$ cat config.mk
export PLATFORM = sky130hd
export DESIGN_NAME = dual_comparator_lut_latch
export DESIGN_NICKNAME = d
export VERILOG_FILES = /design/src/cmp_digital_pkg.sv /design/src/dual_comparator_lut_latch.sv
export SDC_FILE = /design/constraint.sdc
export NUM_CORES = 1
export LEC_CHECK = 0
export ABC_AREA = 1
export BUFFER_PORTS_ARGS = -buffer_cell sky130_fd_sc_hd__buf_2
export CAP_MARGIN = 25
export CORE_MARGIN = 4
export CORE_UTILIZATION = 52
export CTS_CLUSTER_SIZE = 10
export DETAILED_ROUTE_END_ITERATION = 10
export PLACE_DENSITY = 0.81
export SYNTH_ARGS = -nofsm -noshare
export SYNTH_HDL_FRONTEND = slang
export SYNTH_SLANG_ARGS = --single-unit
$ cat constraint.sdc
create_clock -name hclk -period 2.9 [get_ports hclk]
set_clock_uncertainty 0.05 [all_clocks]
set_input_delay 0.29 -clock hclk [delete_from_list [all_inputs] [get_ports hclk]]
set_output_delay 0.29 -clock hclk [all_outputs]
set_load 0.05 [all_outputs]
$ cat src/cmp_digital_pkg.sv
// Register map and field layout of the comparator digital back end
package cmp_digital_pkg;
	localparam logic [7:0] ADDR_READ_CLEAR = 8'h78;
	localparam logic [7:0] ADDR_INPUT_SELECT = 8'h79;
	localparam logic [7:0] ADDR_ENABLE_CONTROL = 8'h7a;
	localparam logic [7:0] ADDR_OUTPUT_OPTIONS = 8'h7b;
	localparam logic [7:0] ADDR_LOGIC_FUNCTION = 8'h7c;
	// Printed offsets are not word multiples: byte address is four times the index
	localparam int ADDR_SHIFT = 2;
	localparam logic [7:0] RESET_INPUT_SELECT = 8'h00;
	localparam logic [7:0] RESET_ENABLE_CONTROL = 8'h00;
	localparam logic [7:0] RESET_OUTPUT_OPTIONS = 8'h00;
	localparam logic [7:0] RESET_LOGIC_FUNCTION = 8'h00;
	// Field positions, comparator 0 base; comparator 1 sits BIT_C1_OFS above, except status bits, where it sits one above
	localparam int BIT_C1_OFS = 4;
	localparam int BIT_LATCHED_C0 = 0;
	localparam int BIT_LATCHED_C1 = 1;
	localparam int BIT_LIVE_C0 = 4;
	localparam int BIT_MAIN_SEL = 0;
	localparam int BIT_CLEAR_SEL = 1;
	localparam int BIT_PIN_SEL = 2;
	localparam int BIT_ANALOG_CONN = 3;
	localparam int BIT_ENABLE = 0;
	localparam int FUNC_WIDTH = 4;
	localparam logic [7:0] ENABLE_MASK = 8'h11;
endpackage

$ cat src/dual_comparator_lut_latch.sv
// Comparator pair digital back end: lookup, latch, routing and AHB-Lite registers
// Functional notes
// - Each comparator's lookup combines own output A and neighbour output B, 16 functions.
// - Codes 0,F,3,5,1,7,8,6,9,E give low, high, A, B, AND, OR, NOR, XOR, XNOR, NAND.
// - Comparator 1 function in bits 7:4, comparator 0 in bits 3:0.
// - Lookup output sets that comparator's latch.
// - Latch cleared by writing zero to its status bit, or other lookup rising edge.
// - Clear select is output-options bit 5 for comparator 1, bit 1 for 0.
// - Status bits 5 and 4 return live lookup output of comparators 1 and 0.
// - Status bits 1 and 0 stay high once lookup went high, until cleared.
// - Bits 4 and 0 pick lookup or latch for sensing and interrupt outputs.
// - Bits 6 and 2 pick lookup or latch for the pin output.
// - Bits 7 and 3 connect comparator output onto analog output.
// - Enable register bit 0 enables comparator 0, bit 4 comparator 1.
// - Input select holds four 2-bit fields: pos1, neg1, pos0, neg0.
`timescale 1ns/1ps
module dual_comparator_lut_latch
	import cmp_digital_pkg::*;
#(
	parameter int ADDR_WIDTH = 12
)
(
	input wire logic hclk,
	input wire logic hresetn,
	input wire logic hsel,
	input wire logic [ADDR_WIDTH-1:0] haddr,
	input wire logic [1:0] htrans,
	input wire logic hwrite,
	input wire logic [2:0] hsize,
	input wire logic [31:0] hwdata,
	input wire logic hready,
	output logic [31:0] hrdata,
	output logic hreadyout,
	output logic hresp,
	input wire logic [1:0] comp_raw,
	output logic [1:0] enable,
	output logic [1:0] pos_input_sel_c0,
	output logic [1:0] neg_input_sel_c0,
	output logic [1:0] pos_input_sel_c1,
	output logic [1:0] neg_input_sel_c1,
	output logic [1:0] main_out,
	output logic [1:0] pin_out,
	output logic [1:0] analog_out_connect
);

	initial
	begin
		if (ADDR_WIDTH < 9 || ADDR_WIDTH > 32)
			$error("ADDR_WIDTH must lie between 9 and 32");
	end

	logic [7:0] input_select_r, input_select_nxt;
	logic [7:0] enable_control_r, enable_control_nxt;
	logic [7:0] output_options_r, output_options_nxt;
	logic [7:0] logic_function_r, logic_function_nxt;
	logic [1:0] latched_r, latched_nxt;
	logic [1:0] lut_prev_r, lut_prev_nxt;
	logic wr_pend_r, wr_pend_nxt;
	logic rd_pend_r, rd_pend_nxt;
	logic [7:0] idx_r, idx_nxt;
	logic [31:0] hrdata_r, hrdata_nxt;
	logic [1:0] lut_out;
	logic [1:0] lut_rise;
	logic [1:0] wr_clear;
	logic [7:0] status_view;
	logic take;

	function automatic logic lut_eval(input logic [3:0] code, input logic a, input logic b);
		// Bit index {!a,!b} gives every code its truth-table meaning in one lookup
		lut_eval = code[{~a, ~b}];
	endfunction

	always_comb
	begin
		lut_out[0] = lut_eval(logic_function_r[FUNC_WIDTH-1:0], comp_raw[0], comp_raw[1]);
		lut_out[1] = lut_eval(logic_function_r[2*FUNC_WIDTH-1:FUNC_WIDTH], comp_raw[1], comp_raw[0]);
		lut_rise = lut_out & ~lut_prev_r;
		status_view = 8'h00;
		status_view[BIT_LIVE_C0] = lut_out[0];
		status_view[BIT_LIVE_C0+1] = lut_out[1];
		status_view[BIT_LATCHED_C0] = latched_r[0];
		status_view[BIT_LATCHED_C1] = latched_r[1];
	end

	assign take = hsel && hready && htrans[1];
	assign hreadyout = 1'b1;
	assign hresp = 1'b0;
	// Read data only stands in a read data phase; a write data phase shows zero
	assign hrdata = rd_pend_r ? hrdata_r : 32'h0000_0000;

	always_comb
	begin
		wr_pend_nxt = take && hwrite;
		rd_pend_nxt = take && !hwrite;
		idx_nxt = take ? 8'(haddr >> ADDR_SHIFT) : idx_r;
		hrdata_nxt = 32'h0000_0000;
		if (take && !hwrite)
		begin
			unique case (8'(haddr >> ADDR_SHIFT))
				ADDR_READ_CLEAR: hrdata_nxt = {24'h000000, status_view};
				ADDR_INPUT_SELECT: hrdata_nxt = {24'h000000, input_select_r};
				ADDR_ENABLE_CONTROL: hrdata_nxt = {24'h000000, enable_control_r};
				ADDR_OUTPUT_OPTIONS: hrdata_nxt = {24'h000000, output_options_r};
				ADDR_LOGIC_FUNCTION: hrdata_nxt = {24'h000000, logic_function_r};
				default: hrdata_nxt = 32'h0000_0000;
			endcase
		end
		input_select_nxt = input_select_r;
		enable_control_nxt = enable_control_r;
		output_options_nxt = output_options_r;
		logic_function_nxt = logic_function_r;
		wr_clear = 2'b00;
		// Reserved bits are not stored, so they read zero whatever software writes
		if (wr_pend_r)
		begin
			unique case (idx_r)
				ADDR_INPUT_SELECT: input_select_nxt = hwdata[7:0];
				ADDR_ENABLE_CONTROL: enable_control_nxt = hwdata[7:0] & ENABLE_MASK;
				ADDR_OUTPUT_OPTIONS: output_options_nxt = hwdata[7:0];
				ADDR_LOGIC_FUNCTION: logic_function_nxt = hwdata[7:0];
				ADDR_READ_CLEAR: wr_clear = ~{hwdata[BIT_LATCHED_C1], hwdata[BIT_LATCHED_C0]};
				default: wr_clear = 2'b00;
			endcase
		end
		lut_prev_nxt = lut_out;
		for (int i = 0; i < 2; i++)
		begin
			// Clear is taken first so a set in the same cycle wins
			if (output_options_r[i*BIT_C1_OFS+BIT_CLEAR_SEL])
				latched_nxt[i] = latched_r[i] && !lut_rise[1-i];
			else
				latched_nxt[i] = latched_r[i] && !wr_clear[i];
			if (lut_out[i])
				latched_nxt[i] = 1'b1;
		end
	end

	always_ff @(posedge hclk or negedge hresetn)
	begin
		if (!hresetn)
		begin
			input_select_r <= RESET_INPUT_SELECT;
			enable_control_r <= RESET_ENABLE_CONTROL;
			output_options_r <= RESET_OUTPUT_OPTIONS;
			logic_function_r <= RESET_LOGIC_FUNCTION;
			latched_r <= 2'b00;
			lut_prev_r <= 2'b00;
			wr_pend_r <= 1'b0;
			rd_pend_r <= 1'b0;
			idx_r <= 8'h00;
			hrdata_r <= 32'h0000_0000;
		end
		else
		begin
			input_select_r <= input_select_nxt;
			enable_control_r <= enable_control_nxt;
			output_options_r <= output_options_nxt;
			logic_function_r <= logic_function_nxt;
			latched_r <= latched_nxt;
			lut_prev_r <= lut_prev_nxt;
			wr_pend_r <= wr_pend_nxt;
			rd_pend_r <= rd_pend_nxt;
			idx_r <= idx_nxt;
			hrdata_r <= hrdata_nxt;
		end
	end

	always_comb
	begin
		enable[0] = enable_control_r[BIT_ENABLE];
		enable[1] = enable_control_r[BIT_ENABLE+BIT_C1_OFS];
		neg_input_sel_c0 = input_select_r[1:0];
		pos_input_sel_c0 = input_select_r[3:2];
		neg_input_sel_c1 = input_select_r[5:4];
		pos_input_sel_c1 = input_select_r[7:6];
		for (int i = 0; i < 2; i++)
		begin
			main_out[i] = output_options_r[i*BIT_C1_OFS+BIT_MAIN_SEL] ? latched_r[i] : lut_out[i];
			pin_out[i] = output_options_r[i*BIT_C1_OFS+BIT_PIN_SEL] ? latched_r[i] : lut_out[i];
			analog_out_connect[i] = output_options_r[i*BIT_C1_OFS+BIT_ANALOG_CONN];
		end
	end

	a_lut_sets_latch: assert property (@(posedge hclk) disable iff (!hresetn) lut_out[0] |=> latched_r[0])
		else $error("latch 0 not set after lookup high");
	a_lut_sets_latch1: assert property (@(posedge hclk) disable iff (!hresetn) lut_out[1] |=> latched_r[1])
		else $error("latch 1 not set after lookup high");
	a_latch_holds: assert property (@(posedge hclk) disable iff (!hresetn)
		latched_r[0] && !wr_pend_r && !lut_rise[1] |=> latched_r[0])
		else $error("latch 0 dropped without a clear");
	a_edge_clear_c0: assert property (@(posedge hclk) disable iff (!hresetn)
		output_options_r[BIT_CLEAR_SEL] && lut_rise[1] && !lut_out[0] |=> !latched_r[0])
		else $error("latch 0 not cleared by neighbour edge");
	a_write_clear_c1: assert property (@(posedge hclk) disable iff (!hresetn)
		!output_options_r[BIT_C1_OFS+BIT_CLEAR_SEL] && wr_pend_r && idx_r == ADDR_READ_CLEAR
		&& !hwdata[BIT_LATCHED_C1] && !lut_out[1] |=> !latched_r[1])
		else $error("latch 1 not cleared by write");
	a_main_select: assert property (@(posedge hclk) disable iff (!hresetn)
		main_out[1] == (output_options_r[4] ? latched_r[1] : lut_out[1]))
		else $error("main output 1 mis-routed");
	a_pin_select: assert property (@(posedge hclk) disable iff (!hresetn)
		pin_out[0] == (output_options_r[2] ? latched_r[0] : lut_out[0]))
		else $error("pin output 0 mis-routed");
	a_lut_xor: assert property (@(posedge hclk) disable iff (!hresetn)
		logic_function_r[3:0] == 4'h6 |-> lut_out[0] == (comp_raw[0] ^ comp_raw[1]))
		else $error("xor code wrong");
	a_lut_notb: assert property (@(posedge hclk) disable iff (!hresetn)
		logic_function_r[7:4] == 4'ha |-> lut_out[1] == !comp_raw[0])
		else $error("not-b code wrong");
	a_read_live: assert property (@(posedge hclk) disable iff (!hresetn)
		take && !hwrite && haddr == ADDR_WIDTH'({ADDR_READ_CLEAR, 2'b00}) |=> hrdata[5] == $past(lut_out[1]))
		else $error("live bit wrong");
	a_enable_map: assert property (@(posedge hclk) disable iff (!hresetn)
		enable == {enable_control_r[4], enable_control_r[0]})
		else $error("enable map wrong");

	// Edge clear of comparator 1, write clear of comparator 0 and the inactive clear path of each latch
	a_edge_clear_c1: assert property (@(posedge hclk) disable iff (!hresetn)
		output_options_r[BIT_C1_OFS+BIT_CLEAR_SEL] && lut_rise[0] && !lut_out[1] |=> !latched_r[1])
		else $error("latch 1 not cleared by neighbour edge");
	a_write_clear_c0: assert property (@(posedge hclk) disable iff (!hresetn)
		!output_options_r[BIT_CLEAR_SEL] && wr_pend_r && idx_r == ADDR_READ_CLEAR
		&& !hwdata[BIT_LATCHED_C0] && !lut_out[0] |=> !latched_r[0])
		else $error("latch 0 not cleared by write");
	a_write_ignored_c0: assert property (@(posedge hclk) disable iff (!hresetn)
		output_options_r[BIT_CLEAR_SEL] && latched_r[0] && !lut_rise[1] |=> latched_r[0])
		else $error("latch 0 cleared while edge clearing selected");
	a_write_ignored_c1: assert property (@(posedge hclk) disable iff (!hresetn)
		output_options_r[BIT_C1_OFS+BIT_CLEAR_SEL] && latched_r[1] && !lut_rise[0] |=> latched_r[1])
		else $error("latch 1 cleared while edge clearing selected");
	a_latch_holds_c1: assert property (@(posedge hclk) disable iff (!hresetn)
		latched_r[1] && !wr_pend_r && !lut_rise[0] |=> latched_r[1])
		else $error("latch 1 dropped without a clear");
	a_rise_detect: assert property (@(posedge hclk) disable iff (!hresetn)
		lut_rise == (lut_out & ~$past(lut_out)))
		else $error("lookup rising edge misdetected");

	// Routing and register fields
	a_main_select_c0: assert property (@(posedge hclk) disable iff (!hresetn)
		main_out[0] == (output_options_r[0] ? latched_r[0] : lut_out[0]))
		else $error("main output 0 mis-routed");
	a_pin_select_c1: assert property (@(posedge hclk) disable iff (!hresetn)
		pin_out[1] == (output_options_r[6] ? latched_r[1] : lut_out[1]))
		else $error("pin output 1 mis-routed");
	a_analog_conn_map: assert property (@(posedge hclk) disable iff (!hresetn)
		analog_out_connect == {output_options_r[7], output_options_r[3]})
		else $error("analog connect map wrong");
	a_input_sel_map: assert property (@(posedge hclk) disable iff (!hresetn)
		{pos_input_sel_c1, neg_input_sel_c1, pos_input_sel_c0, neg_input_sel_c0} == input_select_r)
		else $error("input select map wrong");
	a_enable_stored: assert property (@(posedge hclk) disable iff (!hresetn)
		(enable_control_r & ~ENABLE_MASK) == 8'h00)
		else $error("enable register holds unused bits");
	a_function_lands: assert property (@(posedge hclk) disable iff (!hresetn)
		wr_pend_r && idx_r == ADDR_LOGIC_FUNCTION |=> logic_function_r == $past(hwdata[7:0]))
		else $error("function register write lost");
	a_read_latched: assert property (@(posedge hclk) disable iff (!hresetn)
		take && !hwrite && haddr == ADDR_WIDTH'({ADDR_READ_CLEAR, 2'b00}) |=> hrdata[1:0] == $past(latched_r))
		else $error("latched bits read wrong");
	a_read_upper_zero: assert property (@(posedge hclk) disable iff (!hresetn)
		hrdata[31:8] == 24'h000000)
		else $error("upper read data not zero");

	// Function codes, comparator 0 sees A = own, B = neighbour
	a_lut_low: assert property (@(posedge hclk) disable iff (!hresetn)
		logic_function_r[3:0] == 4'h0 |-> !lut_out[0])
		else $error("low code wrong");
	a_lut_and: assert property (@(posedge hclk) disable iff (!hresetn)
		logic_function_r[3:0] == 4'h1 |-> lut_out[0] == (comp_raw[0] && comp_raw[1]))
		else $error("and code wrong");
	a_lut_a_notb: assert property (@(posedge hclk) disable iff (!hresetn)
		logic_function_r[3:0] == 4'h2 |-> lut_out[0] == (comp_raw[0] && !comp_raw[1]))
		else $error("a and not b code wrong");
	a_lut_own: assert property (@(posedge hclk) disable iff (!hresetn)
		logic_function_r[3:0] == 4'h3 |-> lut_out[0] == comp_raw[0])
		else $error("own input code wrong");
	a_lut_nota_b: assert property (@(posedge hclk) disable iff (!hresetn)
		logic_function_r[3:0] == 4'h4 |-> lut_out[0] == (!comp_raw[0] && comp_raw[1]))
		else $error("not a and b code wrong");
	a_lut_other: assert property (@(posedge hclk) disable iff (!hresetn)
		logic_function_r[3:0] == 4'h5 |-> lut_out[0] == comp_raw[1])
		else $error("neighbour input code wrong");
	a_lut_or: assert property (@(posedge hclk) disable iff (!hresetn)
		logic_function_r[3:0] == 4'h7 |-> lut_out[0] == (comp_raw[0] || comp_raw[1]))
		else $error("or code wrong");
	a_lut_xnor: assert property (@(posedge hclk) disable iff (!hresetn)
		logic_function_r[3:0] == 4'h9 |-> lut_out[0] == (comp_raw[0] == comp_raw[1]))
		else $error("xnor code wrong");

	// Function codes, comparator 1 sees A = own, B = neighbour
	a_lut_nor: assert property (@(posedge hclk) disable iff (!hresetn)
		logic_function_r[7:4] == 4'h8 |-> lut_out[1] == !(comp_raw[1] || comp_raw[0]))
		else $error("nor code wrong");
	a_lut_a_or_notb: assert property (@(posedge hclk) disable iff (!hresetn)
		logic_function_r[7:4] == 4'hb |-> lut_out[1] == (comp_raw[1] || !comp_raw[0]))
		else $error("a or not b code wrong");
	a_lut_nota: assert property (@(posedge hclk) disable iff (!hresetn)
		logic_function_r[7:4] == 4'hc |-> lut_out[1] == !comp_raw[1])
		else $error("not a code wrong");
	a_lut_nota_or_b: assert property (@(posedge hclk) disable iff (!hresetn)
		logic_function_r[7:4] == 4'hd |-> lut_out[1] == (!comp_raw[1] || comp_raw[0]))
		else $error("not a or b code wrong");
	a_lut_nand: assert property (@(posedge hclk) disable iff (!hresetn)
		logic_function_r[7:4] == 4'he |-> lut_out[1] == !(comp_raw[1] && comp_raw[0]))
		else $error("nand code wrong");
	a_lut_high: assert property (@(posedge hclk) disable iff (!hresetn)
		logic_function_r[7:4] == 4'hf |-> lut_out[1])
		else $error("high code wrong");
	a_lut_own_c1: assert property (@(posedge hclk) disable iff (!hresetn)
		logic_function_r[7:4] == 4'h3 |-> lut_out[1] == comp_raw[1])
		else $error("own input code wrong on comparator 1");
	a_lut_xor_c1: assert property (@(posedge hclk) disable iff (!hresetn)
		logic_function_r[7:4] == 4'h6 |-> lut_out[1] == (comp_raw[1] ^ comp_raw[0]))
		else $error("xor code wrong on comparator 1");

endmodule // dual_comparator_lut_latch

# Word-level counts from Yosys, hierarchy flattened
# Index checks and enable logic that the tools add are counted.
[classes] order_cmp=2 n_eq_ne=10 bitwise_logic=5 n_reduce_logical=17 n_mux=17
[ops] cell="$eq 8x7->1 const B" n=10
[ops] cell="$mux 32" n=2
[ops] cell="$pmux 8 s5" n=1
[ops] cell="$mux 1" n=10
[ops] cell="$logic_and 1x1->1" n=8
[ops] cell="$reduce_and 2->1" n=4
[ops] cell="$lt 2x3->1 const B" n=2
[ops] cell="$logic_not 1->1" n=5
[ops] cell="$bmux 1 s2" n=2
[ops] cell="$mux 2" n=2
[ops] cell="$not 2->2" n=2
[ops] cell="$and 2x2->2" n=1
[ops] cell="$not 1->1" n=2
[totals] out_inout_bits=50 input_bits=56 wordCells=61 regBits=72

# Longest topological paths before layout
# Gate-level depths: netlist of run 1.
[depth] ltp_word=8 depth_mapped=10 ltp_nobuf=9

# Least setup slack after synthesis of run 1
# Ideal clock, no wire load.
[synth_timing] path_kind="register to output" start="register logic_function_r[2]" end="output port main_out[0]" slack_ns=0.794 t_required_ns=2.560 arrival_ns=1.766 stages_incl_launch_ff=6 path_buffers=0 path_cell_list="dfrtp_1 > nand2_1 > nand3_1 > and2_1 > inv_1 > o21ai_0"
[synth_via] elab_chain_len=3
[synth_lines] item="start: declaration" line="dual_comparator_lut_latch.sv:55" source="logic [7:0] logic_function_r, logic_function_nxt;"
[synth_lines] item="start signal: assignment" line="dual_comparator_lut_latch.sv:158" source="logic_function_r <= logic_function_nxt;"
[synth_lines] item="$bmux 1 s2" line="dual_comparator_lut_latch.sv:70" source="lut_eval = code[{~a, ~b}];"
[synth_lines] item="$mux 1 (not written as such)" line="dual_comparator_lut_latch.sv:70"
[synth_lines] item="via lut_out[0]" line="dual_comparator_lut_latch.sv:62" source="logic [1:0] lut_out;"
[synth_lines] item="$mux 1" line="dual_comparator_lut_latch.sv:178" source="main_out[i] = output_options_r[i*BIT_C1_OFS+BIT_MAIN_SEL] ? latched_r[i] : lut_out[i];"
[synth_lines] item="end: declaration" line="dual_comparator_lut_latch.sv:41" source="output logic [1:0] main_out,"
# The timed path passes the listed nets, and every way through them passes these cells. The select of a mux whose other input is x is not followed.

# Worst setup path after layout of run 1
[layout_timing] start="register logic_function_r[0]" end="output port pin_out[0]"
[layout_via] elab_chain_len=3
[layout_lines] item="$bmux 1 s2" line="dual_comparator_lut_latch.sv:70"
[layout_lines] item="$mux 1 (not written as such)" line="dual_comparator_lut_latch.sv:70"
[layout_lines] item="via lut_out[0]" line="dual_comparator_lut_latch.sv:62"
[layout_lines] item="$mux 1" line="dual_comparator_lut_latch.sv:179" source="pin_out[i] = output_options_r[i*BIT_C1_OFS+BIT_PIN_SEL] ? latched_r[i] : lut_out[i];"
[layout_lines] item="end: declaration" line="dual_comparator_lut_latch.sv:42" source="output logic [1:0] pin_out,"
# The timed path passes the listed nets, and every way through them passes these cells. The select of a mux whose other input is x is not followed.

==> impl_metrics.toml, run 1 <==
[placed_design]
port_buffers = 47
dp_hpwl_microns = 4050
place.gp.congestion = 0.849
place_ws_ns = 1.15

[pwr]
finalPower_mw = 1.45
vdd_drop_max_uv = 335
p_leak_nw = 1.58
power_density_nw_per_um2 = 502

[synthesis]
syn-cell-area_sq_um = 2650
yosysUniqueCellTypes = 29
synth_commonest_cells = "nand2_1, dfrtp_1, nand3_1"
netlist_instances = 321
synth.area.top_cells = "dfrtp_1, nand2_1, buf_4, nand3_1, o21ai_2"
ys_seq_area_frac = 0.453
ys.flop_type = "dfrtp_1"
synth_top_area_share = 0.453
synth_top_area_cell = "dfrtp_1"
synth-edff-count = 0
syn_avg_cell_area_sq_um = 8.26
synth-seq-cells = 48
ys_warn_count = 0
synthArstFlopShare = 1.00
synth.most_common_cell = "nand2_1"

[global_routing]
grt_pass1_wl_microns = 9210
grt_usage = 0.190
grt-ovfl-total = 0
grt_pass1_vias = 2001
antenna_found_initial = 0
grt_max_degree = 49

[status]
run_status = "complete, no violations"

[die]
core_area_sq_um = 4820
die_y_microns = 79.4
dieWidth_microns = 79.4
initial_core_util = 0.551
dieArea_sq_um = 6310
rows = 25
io_pins = 106

[clocking]
cts.sinks = 48
clk_latency_ns = 0.30
ctsResizeCount = 0
cts-root-buf = "clkbuf_8"
cts_setup_buffers = 0
ctsLongestPathBuffers = 2
numCtsBuffers = 5
h-tree-depth = 2
clk_pin_slew_ns = 0.09
cts_tree = "built"
cts-hold-fix-buffers = 0

[critical_path]
critPathMaxFanout = 4
path_cells = "nand2_1 > nand3_1 > and2_1 > inv_1 > o21ai_0 > buf_2"
r2r_setup_slack_ns = 1.40
critPathKind = "register to output port"
rr_endpoint = "output_options_r[5]$_DFFE_PN0P_"
cp-end-kind = "output port"
reg2reg_from = "idx_r[2]$_DFFE_PN0P_"
slowest_delay_ns = 0.41
cp.required_ns = 2.56
crit_arrival_ns = 1.66
startpoint_type = "register"
rr_worst_depth = 4
cp_slowest_cell = "dfrtp_1"

[detailed_routing]
first_iter_violations = 106
wl_microns = 5500
dr.pass1.iters = 6
route.detailed.drc = 0
postRouteAntennaNets = 0
wire_per_inst_microns = 12.7
avgViaCountPerCell = 4.88
dr_total_vias = 2111

[timing]
tns_ns = 0
setup_ws_ns = 0.898
min_period_over_period = 0.691
rsz0062_at_grt = "no"
final-setup-viol-count = 0
hold_viol = 0
whs_ns = 0.152
fmax_ghz = 0.499
tightestPinTransition_ns = 0.671
slew_headroom = 0.551
fin_crit_ns = 2.00
drv_slew = 0

[layout]
diodes = 0
syn_to_final_growth_pct = 9.06
fin_nets = 421
drive_gt1_frac = 0.238

[hold_path]
holdPathEnd = "wr_pend_r$_DFF_PN0_"
hold_start = "hwrite"
holdPathStages = 3
holdCritPathClass = "input pin to register"

[job]
cap_violations = 0
## flip-flops by register name, indices dropped and copies added, names as in the netlist
name	flops
output_options_r	8
enable_control_r	2
latched_r	2
rd_pend_r	1
logic_function_r	8
lut_prev_r	2
hrdata_r	8
wr_pend_r	1
input_select_r	8
idx_r	8
## final cells by class
class	count	area, sq um
Fill cell	457	1920
Sequential cell	48	1200
Multi-Input combinational cell	226	1120
Timing Repair Buffer	49	265
Inverter	35	131
Tap cell	67	83.8
Clock buffer	6	82.6
Clock inverter	2	10.0
## layer usage
| metal | vias to the layer above | global-route usage | wire length [microns] |
|---|---|---|---|
| li1 | 1061 | - | - |
| met1 | 955 | 0.241 | 2300 |
| met2 | 86 | 0.314 | 2670 |
| met3 | 9 | 0.0440 | 443 |
| met4 | 0 | 0.0739 | 87 |
| met5 | - | 0 | 0 |
## cell usage in the layout (no fill, tap or decap), drive strengths merged, types with 2 or more instances in the layout
cell type,n
nand3,41
clkinv,2
a21oi,2
buf,48
nand4,3
dfrtp,48
nand2,78
o21ai,36
clkbuf,6
nor2,30
conb,26
mux2,2
inv,35
nor3,2
and3,3
## power breakdown
group / switching (mW) / internal, mW / total (mW) / leakage [nW]
clock: 0.218 / 0.190 / 0.409 / 0.0510
sequential: 0.0350 / 0.713 / 0.748 / 0.504
combinational: 0.231 / 0.0655 / 0.297 / 1.02
total: 0.484 / 0.969 / 1.45 / 1.58
## worst max-delay path: cells and delay by family, from the launching register on
family	cells	cell delay, ns
buffers and inverters	2	0.39
DFF	1	0.41
and+or+nand+nor	3	0.34
AOI/OAI and AO/OA	1	0.22
## per-stage QoR
step           area [sq um]  std cells  utilization
2_1_floorplan          2740        345            -
3_3_place_gp           2770        423        0.575
3_5_place_dp           2770        423        0.575
4_1_cts                2860        431        0.594
5_1_grt                2890        433        0.601
6_report               2890        433        0.601
## logic make-up after synthesis
kind of cell	count (synthesis)	synth area share
muxes	2	0.00849
and+or+nand+nor	160	0.283
AOI/OAI and AO/OA	38	0.0929
other	2	0.00283
buffers and inverters	71	0.159
DFF	48	0.453
## how the worst max path moves through the flow
| stage | from | to | slack, ns | cells past startpoint |
|---|---|---|---|---|
| 4_1_cts | logic_function_r[0]$_DFFE_PN0P_ | pin_out[0] | 0.92 | 6 |
| 3_5_place_dp | comp_raw[1] | pin_out[0] | 1.15 | 8 |
| 6_report | logic_function_r[0]$_DFFE_PN0P_ | pin_out[0] | 0.90 | 6 |
| 3_3_place_gp | comp_raw[1] | pin_out[0] | 1.19 | 8 |
| 5_1_grt | logic_function_r[2]$_DFFE_PN0P_ | pin_out[0] | 0.76 | 6 |
| 2_1_floorplan | logic_function_r[2]$_DFFE_PN0P_ | main_out[0] | 0.79 | 5 |
No activity file was read; power rests on OpenSTA's default activity.
==> inputs of run 2 (changes only) <==
Settings changed: CORE_UTILIZATION 52 to 44, PLACE_DENSITY 0.81 to 0.73.
Clock period 2.9 ns to 1.7 ns, I/O delays scaled along.
==> run 2 against run 1 <==
Effect of this change: setup slack worse by 0.86 ns; global-route usage is 2.9 points lower; via count is 1.4% higher; final area is 2.6% higher; total power is 74% higher; first-iteration DRC count is 33% lower; wire length is 2.9% higher; non-clock buffer count is 4 higher; critical path depth stayed put; hold slack worse by 0.11 ns; critical path type unchanged.
==> impl_metrics.toml, run 2 (same netlist as run 1, synthesis figures left out) <==
[critical_path]
cp_num_buf_inv = 2
startpoint_type = "register"
cp.required_ns = 1.48
cp_slowest_cell = "dfrtp_1"
r2r_setup_slack_ns = 0.19
slowest_delay_ns = 0.39
critPathKind = "register to output port"
path_cells = "nand2_1 > nand3_1 > and2_4 > inv_1 > o21ai_1 > buf_4"
crit_arrival_ns = 1.44
critPathMaxFanout = 4
rr_endpoint = "output_options_r[6]$_DFFE_PN0P_"
reg2reg_from = "idx_r[0]$_DFFE_PN0P_"
cp-end-kind = "output port"
cp_top_family = "flip-flops"
rr_worst_depth = 5

[timing]
rsz0062_at_grt = "yes"
drv_slew = 0
final-setup-viol-count = 0
fin_crit_ns = 1.66
hold_viol = 0
min_period_over_period = 0.975
fmax_ghz = 0.603
tns_ns = 0

[pwr]
switching_share = 0.326
vdd_drop_max_uv = 615
finalPower_mw = 2.53
power_density_nw_per_um2 = 852
p_clk_frac = 0.286
power_frac_seq = 0.507
comb_power_share = 0.208
internal_power_mw = 1.70
p_leak_nw = 1.61
power.switching_mw = 0.824

[layout]
most-common-layout-cells = "nand2_1, dfrtp_1, buf_2"
diodes = 0
syn_to_final_growth_pct = 11.8
nFillCells = 575
drive_gt1_frac = 0.257
fin_nets = 425
final_common_cell = "nand2_1"

[placed_design]
place.gp.congestion = 0.892
port_buffers = 47
dp_hpwl_microns = 4370

[global_routing]
grt_pass1_vias = 2026
antenna_found_initial = 0
grt-ovfl-total = 0
grt_pass1_wl_microns = 9380
grt_usage = 0.161
grt_max_degree = 30

[status]
run_status = "complete, no violations"

[die]
dieWidth_microns = 85.6
dieArea_sq_um = 7340
io_pins = 106
initial_core_util = 0.451
rows = 28
die_y_microns = 85.6
core_area_sq_um = 5890

[clocking]
clk_pin_slew_ns = 0.09
cts.sinks = 48
numCtsBuffers = 5
cts_tree = "built"
cts-root-buf = "clkbuf_8"
h-tree-depth = 2
ctsLongestPathBuffers = 2
clk_latency_ns = 0.30

[detailed_routing]
first_iter_violations = 71
wl_microns = 5660
avgViaCountPerCell = 4.82
dr_total_vias = 2141
dr.pass1.iters = 4
postRouteAntennaNets = 0
route.detailed.drc = 0
wire_per_inst_microns = 12.8

[hold_path]
hold_start = "hwrite"
holdCritPathClass = "input pin to register"
holdPathEnd = "rd_pend_r$_DFF_PN0_"
holdPathStages = 2

[job]
cap_violations = 0
## run 2: worst register-to-register path, stage by stage, from the launching register on
cell and delay (ns):
dfrtp_1 0.42, inv_2 0.08, nor4_4 0.30, nand2_2 0.31
nand2_1 0.17, o21ai_2 0.06
## run 2: metrics by stage
stage          hold WS [ns]  instances  setup slack, ns  area (sq um)   util
3_3_place_gp         0.0885        435            0.229          2820  0.480
3_5_place_dp         0.0914        435            0.218          2820  0.480
4_1_cts              0.0375        443           0.0221          2940  0.499
2_1_floorplan        -0.176        345           -0.286          2740      -
6_report             0.0398        444           0.0417          2970  0.504
5_1_grt              0.0536        444         -0.00935          2970  0.504
## run 2: area by class of cell
cell class              count  area, sq um  share of cell area
well taps                  75         93.8              0.0316
inverters                  35          131              0.0443
multi-input cells         226         1130               0.383
flip-flops and latches     48         1200               0.405
clock buffers               7         96.3              0.0325
repair buffers             53          309               0.104
## run 2: repair_timing
action,4_1_cts,5_1_grt
hold buffers,1,0
gates resized for setup,4,8
endpoints found under the hold margin,19,0
setup endpoints to repair,3,4
setup buffers,0,1
## run 2: worst max path at each step
| stage | start | depth (start not counted) | slack (ns) | end |
|---|---|---|---|---|
| after floorplan | logic_function_r[2]$_DFFE_PN0P_ | 5 | -0.29 | main_out[0] |
| after detailed placement | idx_r[2]$_DFFE_PN0P_ | 4 | 0.22 | output_options_r[6]$_DFFE_PN0P_ |
| final | logic_function_r[0]$_DFFE_PN0P_ | 6 | 0.04 | main_out[0] |
| after global placement | idx_r[2]$_DFFE_PN0P_ | 4 | 0.23 | output_options_r[2]$_DFFE_PN0P_ |
| after global routing | logic_function_r[0]$_DFFE_PN0P_ | 6 | -0.009 | main_out[0] |
| after CTS | logic_function_r[0]$_DFFE_PN0P_ | 6 | 0.02 | pin_out[0] |
## run 2: power groups by stage
stage / sequential (mW) / combinational, mW / clock, mW
finish: 1.28 / 0.525 / 0.722
global route: 1.29 / 0.573 / 0.776
CTS: 1.28 / 0.516 / 0.733
detailed placement: 1.30 / 0.509 / 0
global placement: 1.30 / 0.499 / 0
floorplan: 1.34 / 0.382 / 0
## run 2: metal layers
| metal | up-vias | track usage | wire length (microns) |
|---|---|---|---|
| met3 | 15 | 0.0336 | 423 |
| met2 | 82 | 0.263 | 2630 |
| li1 | 1064 | - | - |
| met4 | 0 | 0.0676 | 122 |
| met5 | - | 0 | 0 |
| met1 | 980 | 0.206 | 2490 |
